==> config.mk <==
export PLATFORM = sky130hd
export DESIGN_NAME = spb_sec_if
export DESIGN_NICKNAME = d
export VERILOG_FILES = /design/src/rtl/spb_pkg.sv /design/src/rtl/spb_buf2.sv /design/src/rtl/spb_sec_if.sv
export SDC_FILE = /design/constraint.sdc
export NUM_CORES = 1
export LEC_CHECK = 0
export ABC_CLOCK_PERIOD_IN_PS = 5700
export BUFFER_PORTS_ARGS = -buffer_cell sky130_fd_sc_hd__buf_2
export CAP_MARGIN = 20
export CORE_MARGIN = 5
export CORE_UTILIZATION = 57
export DETAILED_ROUTE_END_ITERATION = 12
export HOLD_SLACK_MARGIN = 0.06
export PLACE_DENSITY = 0.84
export SYNTH_ARGS = -nofsm -noshare
export SYNTH_HDL_FRONTEND = slang
export SYNTH_HIERARCHICAL = 1
export SYNTH_SLANG_ARGS = --single-unit
==> constraint.sdc <==
create_clock -name I_MCLK -period 5.7 [get_ports I_MCLK]
set_input_delay 0.285 -clock I_MCLK [delete_from_list [all_inputs] [get_ports I_MCLK]]
set_output_delay 0.285 -clock I_MCLK [all_outputs]
set_load 0.005 [all_outputs]
==> src/rtl/spb_pkg.sv <==
// Purpose: shared constants and types of the secondary bus interface
// Assumes: 32-bit multiplexed bus, one clock, active-low pins
// Notes:   pin values and pin enables travel as separate packed structs
package spb_pkg;
	// ==========================================================
	// commands and timing
	localparam logic [3:0] SPB_CMD_MEM_RD  = 4'h6;
	localparam logic [3:0] SPB_CMD_MEM_WR  = 4'h7;
	localparam int         SPB_CMD_WR_BIT  = 0;
	localparam logic [2:0] SPB_DEVSEL_CLKS = 3'h5;
	localparam logic [1:0] SPB_BUF_DEPTH   = 2'h2;

	// ==========================================================
	// pin carriers
	typedef struct packed {
		logic [31:0] ad;
		logic [3:0]  sec_cmd_byte_enable_lines;
		logic        sec_parity_line;
		logic        frame_n;
		logic        sec_initiator_ready_n;
		logic        sec_target_ready_n;
		logic        sec_device_select_n;
		logic        stop_n;
		logic        lock_n;
	} spb_pins_t;

	typedef struct packed {
		logic ad;
		logic cmd_be;
		logic parity;
		logic frame;
		logic init_rdy;
		logic tgt_rdy;
		logic dev_sel;
		logic stop;
		logic lock;
	} spb_oe_t;

	// reset: data lines driven low, control lines released and deasserted
	localparam spb_pins_t SPB_PINS_RST = {32'h0000_0000, 4'h0, 1'b0, 6'h3f};
	localparam spb_oe_t   SPB_OE_RST   = {3'h7, 6'h00};

	// ==========================================================
	// user-side carriers
	typedef struct packed {
		logic [31:0] addr;
		logic [3:0]  cmd;
		logic [3:0]  be;
		logic [7:0]  len;
		logic        lock;
	} spb_req_t;

	typedef struct packed {
		logic [31:0] data;
		logic [3:0]  be;
		logic        last;
	} spb_word_t;

	typedef enum logic [1:0] {SPB_OK, SPB_ABORT, SPB_STOPPED} spb_stat_t;

	typedef enum logic [3:0] {
		ST_IDLE, ST_ADDR, ST_DATA, ST_END, ST_TURN, ST_T_CLAIM, ST_T_DATA, ST_T_TURN
	} spb_st_t;
endpackage : spb_pkg

==> src/rtl/spb_buf2.sv <==
// Purpose: two-entry word buffer with valid/ready on both sides
// Assumes: fill and drain on the same clock
// Notes:   write ready comes from a flip-flop, so a full buffer refuses at once
`timescale 1ns/1ns
module spb_buf2
	import spb_pkg::*;
(
	input  wire logic      i_clk,
	input  wire logic      i_rst_n,
	input  wire logic      i_wr_valid,
	output wire logic      o_wr_ready,
	input  wire spb_word_t i_wr_word,
	output wire logic      o_rd_valid,
	input  wire logic      i_rd_ready,
	output wire spb_word_t o_rd_word
);
	// ==========================================================
	// state
	typedef struct packed {
		spb_word_t [1:0] mem;
		logic            wp;
		logic            rp;
		logic [1:0]      cnt;
		logic            ready;
	} spb_buf_t;

	localparam spb_buf_t BUF_RST = '{mem: '0, wp: 1'b0, rp: 1'b0, cnt: 2'h0, ready: 1'b1};

	spb_buf_t s;
	spb_buf_t next_s;
	logic     push;
	logic     pop;

	// ==========================================================
	// next state
	always_comb
	begin
		next_s = s;
		push   = i_wr_valid && s.ready;
		pop    = i_rd_ready && (s.cnt != 2'h0);
		if (push)
		begin
			next_s.mem[s.wp] = i_wr_word;
			next_s.wp        = ~s.wp;
		end
		if (pop)
			next_s.rp = ~s.rp;
		next_s.cnt   = s.cnt + {1'b0, push} - {1'b0, pop};
		next_s.ready = (next_s.cnt != SPB_BUF_DEPTH);
	end

	always_ff @(posedge i_clk or negedge i_rst_n)
	begin
		if (!i_rst_n)
			s <= BUF_RST;
		else
			s <= next_s;
	end

	assign o_wr_ready = s.ready;
	assign o_rd_valid = (s.cnt != 2'h0);
	assign o_rd_word  = s.mem[s.rp];
endmodule : spb_buf2

==> src/rtl/spb_sec_if.sv <==
// Purpose: secondary-side bus engine of a two-port bridge, initiator and simple target
// Assumes: all bus pins are synchronous to I_MCLK, the secondary clock input
// Notes:   target claims single-word memory reads and writes and disconnects after one word
`timescale 1ns/1ns
// ==========================================================
// How it works
// RQ1 - a word moves only on an edge with both ready signals asserted
// RQ2 - address rides the data lines in the first frame cycle, data afterwards
// RQ3 - write data is sampled only while the initiator ready is asserted
// RQ4 - command goes out on the byte-enable lines in address phase, enables after
// RQ5 - idle bus with our grant: data, enable and parity lines are driven
// RQ6 - parity makes the ones over data, enables and parity even
// RQ7 - address parity follows the address phase by one clock
// RQ8 - read parity follows target ready by one clock, write parity follows initiator ready
// RQ9 - parity is released one clock after the data lines
// RQ10 - frame spans the access; its removal marks the last data phase
// RQ11 - every driven control line is driven high one clock before release
// RQ12 - once asserted in a phase, a ready signal holds until the phase ends
// RQ13 - as target the bridge asserts device select to claim
// RQ14 - no device select within five clocks of frame gives a master abort
// RQ15 - a stop from the target ends our transaction
// RQ16 - lock goes low one clock after the first address phase of a locked access
// RQ17 - a lock seen on this bus is never carried upstream
// RQ18 - under reset controls are released and data, enable, parity lines driven low
// RQ19 - everything runs on the secondary clock input
module spb_sec_if
	import spb_pkg::*;
(
	input  wire logic        I_MCLK,
	input  wire logic        I_RESETN,
	input  wire spb_pins_t   I_PCI,
	output wire spb_pins_t   O_PCI,
	output wire spb_oe_t     O_PCI_OE,
	input  wire logic        I_GNT_N,
	input  wire logic        I_REQ_VALID,
	input  wire spb_req_t    I_REQ,
	output wire logic        O_DONE,
	output wire spb_stat_t   O_STATUS,
	input  wire logic        I_WD_VALID,
	input  wire spb_word_t   I_WD,
	output wire logic        O_WD_READY,
	output wire logic        O_RD_VALID,
	output wire logic [31:0] O_RD_DATA,
	input  wire logic [31:0] I_TGT_BASE,
	input  wire logic [31:0] I_TGT_MASK,
	input  wire logic [31:0] I_TGT_RDATA,
	output wire logic        O_TW_VALID,
	output wire spb_word_t   O_TW
);
	// ==========================================================
	// state
	typedef struct packed {
		spb_st_t     st;
		spb_pins_t   pin;
		spb_oe_t     oe;
		spb_req_t    req;
		logic [2:0]  cnt;
		logic        dsel;
		logic        loaded;
		logic [7:0]  rem;
		logic        tgt_wr;
		logic        frame_d;
		logic        done;
		spb_stat_t   stat;
		logic        rd_valid;
		logic [31:0] rd_data;
		logic        tw_valid;
		spb_word_t   tw;
	} spb_state_t;

	localparam spb_state_t RST = '{st: ST_IDLE, pin: SPB_PINS_RST, oe: SPB_OE_RST, req: '0,
		cnt: 3'h0, dsel: 1'b0, loaded: 1'b0, rem: 8'h00, tgt_wr: 1'b0, frame_d: 1'b1,
		done: 1'b0, stat: SPB_OK, rd_valid: 1'b0, rd_data: 32'h0, tw_valid: 1'b0, tw: '0};

	spb_state_t s;
	spb_state_t next_s;
	logic       bus_idle;
	logic       tgt_start;
	logic       xfer;
	logic       wr;
	logic       fin;
	logic       pop;
	logic       buf_valid;
	spb_word_t  buf_word;

	// ==========================================================
	// write data buffer; a slow target fills it and stalls the user
	spb_buf2 u_buf (
		.i_clk      (I_MCLK),
		.i_rst_n    (I_RESETN),
		.i_wr_valid (I_WD_VALID),
		.o_wr_ready (O_WD_READY),
		.i_wr_word  (I_WD),
		.o_rd_valid (buf_valid),
		.i_rd_ready (pop),
		.o_rd_word  (buf_word)
	);

	// ==========================================================
	// next state
	always_comb
	begin
		next_s   = s;
		fin      = 1'b0;
		pop      = 1'b0;
		wr       = s.req.cmd[SPB_CMD_WR_BIT];
		bus_idle = I_PCI.frame_n && I_PCI.sec_initiator_ready_n;
		// RQ13 claim decode
		tgt_start = !I_PCI.frame_n && s.frame_d &&
			((I_PCI.ad & I_TGT_MASK) == I_TGT_BASE) &&
			((I_PCI.sec_cmd_byte_enable_lines == SPB_CMD_MEM_RD) ||
			 (I_PCI.sec_cmd_byte_enable_lines == SPB_CMD_MEM_WR));
		// RQ1 both ready at the edge
		xfer = s.oe.init_rdy && !s.pin.sec_initiator_ready_n && !I_PCI.sec_target_ready_n;
		next_s.done     = 1'b0;
		next_s.rd_valid = 1'b0;
		next_s.tw_valid = 1'b0;
		next_s.frame_d  = I_PCI.frame_n;
		// RQ6 RQ7 RQ8 even parity over last clock's lines
		// bus levels, not our pins: as target the enables come from the initiator
		next_s.pin.sec_parity_line = ^{I_PCI.ad, I_PCI.sec_cmd_byte_enable_lines};
		// RQ9 parity enable trails the data enable by one clock
		next_s.oe.parity = s.oe.ad;
		unique case (s.st)
			ST_IDLE:
			begin
				// RQ11 controls were driven high last clock, release them now
				next_s.oe.frame    = 1'b0;
				next_s.oe.init_rdy = 1'b0;
				next_s.oe.tgt_rdy  = 1'b0;
				next_s.oe.dev_sel  = 1'b0;
				next_s.oe.stop     = 1'b0;
				next_s.oe.lock     = 1'b0;
				// RQ5 park on our grant
				next_s.pin.ad                        = 32'h0;
				next_s.pin.sec_cmd_byte_enable_lines = 4'h0;
				next_s.oe.ad                         = !I_GNT_N && bus_idle;
				next_s.oe.cmd_be                     = !I_GNT_N && bus_idle;
				// RQ17 a foreign lock is ignored, nothing goes upstream
				if (tgt_start)
				begin
					next_s.st                      = ST_T_CLAIM;
					next_s.tgt_wr                  = I_PCI.sec_cmd_byte_enable_lines[SPB_CMD_WR_BIT];
					next_s.oe.ad                   = 1'b0;
					next_s.oe.cmd_be               = 1'b0;
					next_s.pin.sec_device_select_n = 1'b0;
					next_s.pin.sec_target_ready_n  = 1'b1;
					next_s.pin.stop_n              = 1'b1;
					next_s.oe.dev_sel              = 1'b1;
					next_s.oe.tgt_rdy              = 1'b1;
					next_s.oe.stop                 = 1'b1;
				end
				else if (I_REQ_VALID && !I_GNT_N && bus_idle)
				begin
					// RQ2 address phase
					next_s.st                            = ST_ADDR;
					next_s.req                           = I_REQ;
					next_s.stat                          = SPB_OK;
					next_s.pin.ad                        = I_REQ.addr;
					// RQ4 command during address phase
					next_s.pin.sec_cmd_byte_enable_lines = I_REQ.cmd;
					next_s.oe.ad                         = 1'b1;
					next_s.oe.cmd_be                     = 1'b1;
					next_s.pin.frame_n                   = 1'b0;
					next_s.pin.sec_initiator_ready_n     = 1'b1;
					next_s.oe.frame                      = 1'b1;
					next_s.oe.init_rdy                   = 1'b1;
				end
			end
			ST_ADDR:
			begin
				next_s.st     = ST_DATA;
				next_s.cnt    = 3'h1;
				next_s.dsel   = 1'b0;
				next_s.loaded = 1'b0;
				// RQ16 lock one clock after the address phase
				if (s.req.lock)
				begin
					next_s.pin.lock_n = 1'b0;
					next_s.oe.lock    = 1'b1;
				end
				if (!wr)
				begin
					// read: turn the data lines round, present enables, ready at once
					next_s.oe.ad                         = 1'b0;
					next_s.pin.sec_cmd_byte_enable_lines = s.req.be;
					next_s.pin.sec_initiator_ready_n     = 1'b0;
					next_s.rem                           = s.req.len;
					// RQ10 single word read ends the frame at once
					next_s.pin.frame_n                   = (s.req.len <= 8'h01);
				end
			end
			ST_DATA:
			begin
				next_s.dsel = s.dsel | ~I_PCI.sec_device_select_n;
				if (xfer)
				begin
					if (wr)
					begin
						next_s.loaded                    = 1'b0;
						next_s.pin.sec_initiator_ready_n = 1'b1;
					end
					else
					begin
						next_s.rd_valid = 1'b1;
						next_s.rd_data  = I_PCI.ad;
						next_s.rem      = s.rem - 8'h01;
						// RQ10 frame drops with the last phase
						if (s.rem == 8'h02)
							next_s.pin.frame_n = 1'b1;
					end
				end
				if (xfer && s.pin.frame_n)
					fin = 1'b1;
				// RQ15 target asked us to stop
				else if (!I_PCI.stop_n)
				begin
					next_s.st                        = ST_END;
					next_s.stat                      = SPB_STOPPED;
					next_s.pin.frame_n               = 1'b1;
					next_s.pin.sec_initiator_ready_n = 1'b0;
				end
				// RQ14 master abort on a silent target
				else if (I_PCI.sec_device_select_n && !s.dsel && (s.cnt == SPB_DEVSEL_CLKS))
				begin
					next_s.st                        = ST_END;
					next_s.stat                      = SPB_ABORT;
					next_s.pin.frame_n               = 1'b1;
					next_s.pin.sec_initiator_ready_n = 1'b0;
				end
				else
				begin
					if (!s.dsel)
						next_s.cnt = s.cnt + 3'h1;
					// RQ12 a new word is loaded only once the previous phase completed
					if (wr && !next_s.loaded && buf_valid)
					begin
						pop                                  = 1'b1;
						next_s.loaded                        = 1'b1;
						next_s.pin.ad                        = buf_word.data;
						// RQ4 byte enables during data phases
						next_s.pin.sec_cmd_byte_enable_lines = buf_word.be;
						next_s.pin.sec_initiator_ready_n     = 1'b0;
						next_s.pin.frame_n                   = buf_word.last;
					end
				end
			end
			ST_END:
			begin
				// last phase after stop or abort: hold ready until stop or target ready is low; with no device select seen, end at once
				if (!I_PCI.stop_n || !I_PCI.sec_target_ready_n || !s.dsel)
				begin
					fin = 1'b1;
					if (!wr && !I_PCI.sec_target_ready_n)
					begin
						next_s.rd_valid = 1'b1;
						next_s.rd_data  = I_PCI.ad;
					end
				end
			end
			ST_TURN:
				next_s.st = ST_IDLE;
			ST_T_CLAIM:
			begin
				// disconnect with data: one word per claim keeps the target simple
				next_s.st                     = ST_T_DATA;
				next_s.pin.sec_target_ready_n = 1'b0;
				next_s.pin.stop_n             = 1'b0;
				next_s.oe.ad                  = !s.tgt_wr;
				next_s.pin.ad                 = I_TGT_RDATA;
			end
			ST_T_DATA:
			begin
				if (!I_PCI.sec_initiator_ready_n || (I_PCI.frame_n && s.frame_d))
				begin
					// RQ3 write data taken while initiator ready is low
					if (s.tgt_wr && !I_PCI.sec_initiator_ready_n)
					begin
						next_s.tw_valid = 1'b1;
						next_s.tw       = {I_PCI.ad, I_PCI.sec_cmd_byte_enable_lines, 1'b1};
					end
					// RQ11 target controls driven high before release
					next_s.st                      = ST_T_TURN;
					next_s.oe.ad                   = 1'b0;
					next_s.pin.sec_device_select_n = 1'b1;
					next_s.pin.sec_target_ready_n  = 1'b1;
					next_s.pin.stop_n              = 1'b1;
				end
			end
			ST_T_TURN:
				next_s.st = ST_IDLE;
		endcase
		if (fin)
		begin
			// RQ11 drive our controls high for two clocks, through turn and the first idle clock, then idle releases them
			next_s.st                        = ST_TURN;
			next_s.done                      = 1'b1;
			next_s.oe.ad                     = 1'b0;
			next_s.oe.cmd_be                 = 1'b0;
			next_s.pin.frame_n               = 1'b1;
			next_s.pin.sec_initiator_ready_n = 1'b1;
			next_s.pin.lock_n                = 1'b1;
		end
	end

	// ==========================================================
	// RQ19 single clock domain
	// RQ18 reset drives data lines low and releases controls
	always_ff @(posedge I_MCLK or negedge I_RESETN)
	begin
		if (!I_RESETN)
			s <= RST;
		else
			s <= next_s;
	end

	assign O_PCI      = s.pin;
	assign O_PCI_OE   = s.oe;
	assign O_DONE     = s.done;
	assign O_STATUS   = s.stat;
	assign O_RD_VALID = s.rd_valid;
	assign O_RD_DATA  = s.rd_data;
	assign O_TW_VALID = s.tw_valid;
	assign O_TW       = s.tw;
endmodule : spb_sec_if

After elaboration in Yosys (flattened, before gate mapping)
Cells that the tools add are included.
W data, S select, Z words.
- add/subtract/negate cells: 4
- order comparisons: 4
- equality and inequality tests: 36
- muxes and demuxes: 89
- bitwise logic cells: 6
- reductions and logical operators: 68
- operators by type and width (cell ; number):
    $mux W36 ; 4
    $mux W33 ; 4
    $mux W38 ; 3
    $mux W37 ; 3
    $pmux W32 S3 ; 1
    $mux W40 ; 2
    $bwmux W74 ; 1
    $pmux W33 S2 ; 1
    $demux W37 S1 ; 1
    $mux W2 ; 18
    $reduce_xor A36 Y1 ; 1
    $and A32 B32 Y32 ; 1
    $eq A32 B32 Y1 ; 1
    $ne A2 B2 Y1 const B ; 16
    $pmux W13 S2 ; 1
    $reduce_and A5 Y1 ; 5
    $eq A4 B3 Y1 const B ; 6
    $mux W3 ; 8
    $mux W4 ; 6
    $pmux W4 S6 ; 1
    $mux W1 ; 22
    $logic_and A1 B1 Y1 ; 20
    $mux W9 ; 2
    $ne A3 B3 Y1 const B ; 6
    34 further kinds ; 73
- flip-flop bits (word level): 238
- logic and storage cells: 254

Longest topological paths before layout
- depth in word-level cells: 16
- mapped depth: 12
- depth with buffers taken out: 11

Cells and area by module
Netlist, hierarchy kept.
- modules (own cells, without submodules) (module ; times used ; cells an instance ; area an instance (um2)):
    spb_sec_if ; 1 ; 874 ; 8494.4
    spb_buf2 ; 1 ; 216 ; 3573.4

Least setup slack after synthesis
OpenSTA, ideal clock, no wires.
- path kind: register to register
- start point: register s[190] (netlist bit)
- end point: register u_buf.s (netlist bit u_buf/o_wr_ready)
- setup time: 75 ps
- arrival time: 2435 ps
- setup slack: 3190 ps
- stages on the path, launching flop included: 13
- path buffers: 3
- cell sequence: dfrtp_1 > buf_2 > nand2b_1 > or2_2 > clkbuf_1 > clkbuf_1 > nor2_1 > o21a_1 > ha_1 > inv_1 > ha_1 > xnor2_1 > mux2i_1
- RTL lines (item ; RTL line ; RTL):
    start: declaration ; spb_sec_if.sv:75 ; spb_state_t s;
    start signal: assignment ; spb_sec_if.sv:314 ; s <= next_s;
    end signal: assignment ; spb_buf2.sv:57 ; s <= next_s;
    end: declaration ; spb_buf2.sv:29 ; spb_buf_t s;

==> results.sh <==
export IMPL_slowest_stage="dfrtp_1"
export IMPL_cts_root_buf="clkbuf_16"
export IMPL_drt_first_pass_iters=8
export IMPL_grt_max_degree=120
export IMPL_cpPeakStageDelay_ns=0.73
export IMPL_synth_yosys_seq_area_share_pct=48.42
export IMPL_top_layer_used="met4"
export IMPL_gr_total_overflow=0
export IMPL_grt_pass1_vias=10190
export IMPL_hold_depth=3
export IMPL_clockPowerShare_pct=23.8
export IMPL_synth_main_ff_cell="dfrtp_1"
export IMPL_cts_tree="built"
export IMPL_num_vias=9792
export IMPL_reg2reg_depth=9
export IMPL_power_density_mw_per_mm2=496.1
export IMPL_drc=0
export IMPL_timing_critical_path_to_type="register"
export IMPL_power_leakage_uw=0.007281
export IMPL_fp_row_count=53
export IMPL_drt_met1_wl_mm=12.86
export IMPL_peakVddDrop_mv=0.2212
export IMPL_start_kind="register"
export IMPL_postSynthAreaPerCell_um2=11.07
export IMPL_switching_power_uw=2547
export IMPL_design_area_mm2=0.01489
export IMPL_cpMostUsedCell="ha_1"
export IMPL_final_cell_mix="buf_2, dfrtp_1, nand2_1"
export IMPL_dieArea_mm2=0.02418
export IMPL_clock_path_buffers=3
export IMPL_dr_wl_met3_mm=2.863
export IMPL_syn_instance_count=1090
export IMPL_initialDrtViolationCount=907
export IMPL_internal_power_uw=4840
export IMPL_grt_total_usage_pct=28.60
export IMPL_min_from="I_REQ[29]"
export IMPL_path_max_fanout=19
export IMPL_fin_crit_sh_pct=49.89
export IMPL_detail_route_wl_per_cell_um=21.09
export IMPL_maxCapViolCount=0
export IMPL_cp_depth=9
export IMPL_io_buffers=354
export IMPL_critPathRequiredTime_ns=6.15
export IMPL_cts_resized=0
export IMPL_setup_viol=0
export IMPL_wl_met2_mm=18.12
export IMPL_drv_slew=0
export IMPL_fin_skew_ns=0.007904
export IMPL_place_congestion=0.8467
export IMPL_p_comb_share_pct=38.1
export IMPL_worst_slew_pin_slew_ns=1.014
export IMPL_drive_gt1_share_pct=41.63
export IMPL_worstSetupPathType="reg2reg"
export IMPL_synth_edff_count=0
export IMPL_yosys_register_bits=233
export IMPL_ff2ff_setup_slack_ns=2.86
export IMPL_hold_ws_ns=0.07652
export IMPL_placed_area_mm2=0.01307
export IMPL_syn_to_final_growth_pct=23.38
export IMPL_cts_sinks=233
export IMPL_mostFrequentLayoutCell="buf_2"
export IMPL_r2r_start="s[190]"
export IMPL_cts_setup_buffers=0
export IMPL_cp_cell_sequence="nand2b_1 > or2_2 > nor2_1 > o21a_1 > ha_1 > inv_1 > ha_1 > xnor2_1 > mux2i_1"
export IMPL_relSlewSlack_pct=31.80
export IMPL_start_util_pct=57.59
export IMPL_cts_inserted_buffers=25
export IMPL_worst_r2r_endpoint="u_buf/o_wr_ready"
export IMPL_final_setup_tns_ns=0
export IMPL_grt_pass1_wl_mm=55.45
export IMPL_grt_setup_unrepaired="false"
export IMPL_ios=357
export IMPL_critical_path_buf_inv_count=1
export IMPL_die_h_um=155.5
export IMPL_hold_viol_final=0
export IMPL_max_freq_ghz=0.3516
export IMPL_power_switching_share_pct=34.48
export IMPL_hold_path_class="in2reg"
export IMPL_yosysUniqueCellTypes=64
export IMPL_hold_end="O_PCI[23]"
export IMPL_power_frac_seq_pct=38.1
export IMPL_post_route_min_period_ns=2.844
export IMPL_yosysWarnings=6
export IMPL_clock_latency_ns=0.52
export IMPL_core_mm2=0.02096
export IMPL_async_flop_share_pct=100.0
export IMPL_run_status="completed"
export IMPL_syn_num_nets=1329
export IMPL_num_fill_cells=1390
export IMPL_clk_pin_slew_ns=0.06
export IMPL_nNetsFinal=1635
export IMPL_crit_arrival_ns=3.29
export IMPL_antenna_found_initial=0
export IMPL_dp_hpwl_mm=22.89
export IMPL_crit_family="simple AND/OR/NAND/NOR gates"
export IMPL_wl_mm=35.66
export IMPL_antenna_left=0
export IMPL_htreeDepth=1
export IMPL_synth_cell_area_mm2=0.01207
export IMPL_die_w_um=155.5
export IMPL_vias_per_cell=5.791
-- area by class of cell --
type	instances	area (µm²)	share of cell area, %
Clock buffer	37	740.7	4.975
Timing Repair Buffer	452	2768	18.59
Tap cell	275	344.1	2.311
Inverter	17	63.81	0.4286
Sequential cell	233	5843	39.24
Multi-Input combinational cell	667	4972	33.39
Clock inverter	9	155.1	1.042
Antenna cell	1	2.502	0.01681
-- cell usage after synthesis, types with 10 or more instances --
library cell | n | share of area, %
xor2_1 | 27 | 2.0
buf_4 | 123 | 7.7
nor2_1 | 61 | 1.9
buf_2 | 15 | 0.62
nand2_1 | 153 | 4.8
dfrtp_1 | 223 | 46
mux2_2 | 130 | 12
a222oi_1 | 36 | 3.0
mux2_4 | 30 | 3.7
xnor2_1 | 33 | 2.4
a21oi_1 | 49 | 2.0
dfstp_2 | 10 | 2.2
o21ai_0 | 23 | 0.95
inv_1 | 17 | 0.53
clkbuf_1 | 26 | 0.81
-- how the worst max path moves through the flow --
stage	from	endpoint	slack, ns
after floorplan	s[190]	u_buf/o_wr_ready	3.19
after global placement	s[192]	O_RD_DATA[6]	2.86
after detailed placement	s[190]	O_PCI[25]	2.83
after CTS	s[192]	O_RD_DATA[8]	2.76
after global routing	s[190]	u_buf/o_wr_ready	2.63
final	s[190]	u_buf/o_wr_ready	2.86
-- through the flow --
| step | worst slack [ns] | std cells | total power [µW] | utilization, % |
|---|---|---|---|---|
| finish | 2.856 | 1691 | 7387 | 71.05 |
| global route | 2.626 | 1690 | 7794 | 71.04 |
| CTS | 2.763 | 1688 | 7291 | 70.81 |
| detailed placement | 2.832 | 1555 | 5453 | 62.38 |
| global placement | 2.864 | 1555 | 5311 | 62.38 |
| floorplan | 3.190 | 1090 | 4954 | - |
-- registers in the layout (all words and copies together), names as in the netlist --
name and count:
u_buf/s 78, O_PCI 42, O_TW 37, O_RD_DATA 32, s 32, O_PCI_OE 6, O_STATUS 2, O_DONE 1
O_RD_VALID 1, O_TW_VALID 1, u_buf/o_wr_ready 1
-- repair_timing --
item	4_1_cts	5_1_grt
hold buffers	87	0
endpoints found under the hold margin	242	0
endpoints found under the setup margin	0	0
-- kinds of logic after synthesis --
logic type | share of synthesized area (%)
AO/OA/AOI/OAI | 9.342
AND/OR/NAND/NOR | 9.943
XOR/XNOR | 4.355
adder cells (fa/ha/maj) | 0.9331
flip-flops | 48.42
buffers and inverters | 10.54
multiplexers | 16.46
-- tightest hold or removal path: stages --
cell      delay [ns]
buf_2           0.08
a222oi_1        0.05
a21oi_1         0.13
-- per-layer routing --
metal  track usage [%]  up-vias
li1                  -     4310
met1             35.24     4735
met4             12.59        0
met5                 0        -
met3             4.562      132
met2             49.86      615
-- power by group through the flow --
stage	clock network, µW	logic [µW]	registers, µW
after floorplan	0	2320	2640
final	1760	2810	2820
after CTS	1770	2740	2780
after global placement	0	2570	2740
after detailed placement	0	2660	2790
after global routing	1850	3060	2880
(Power assumes the default switching activity.)
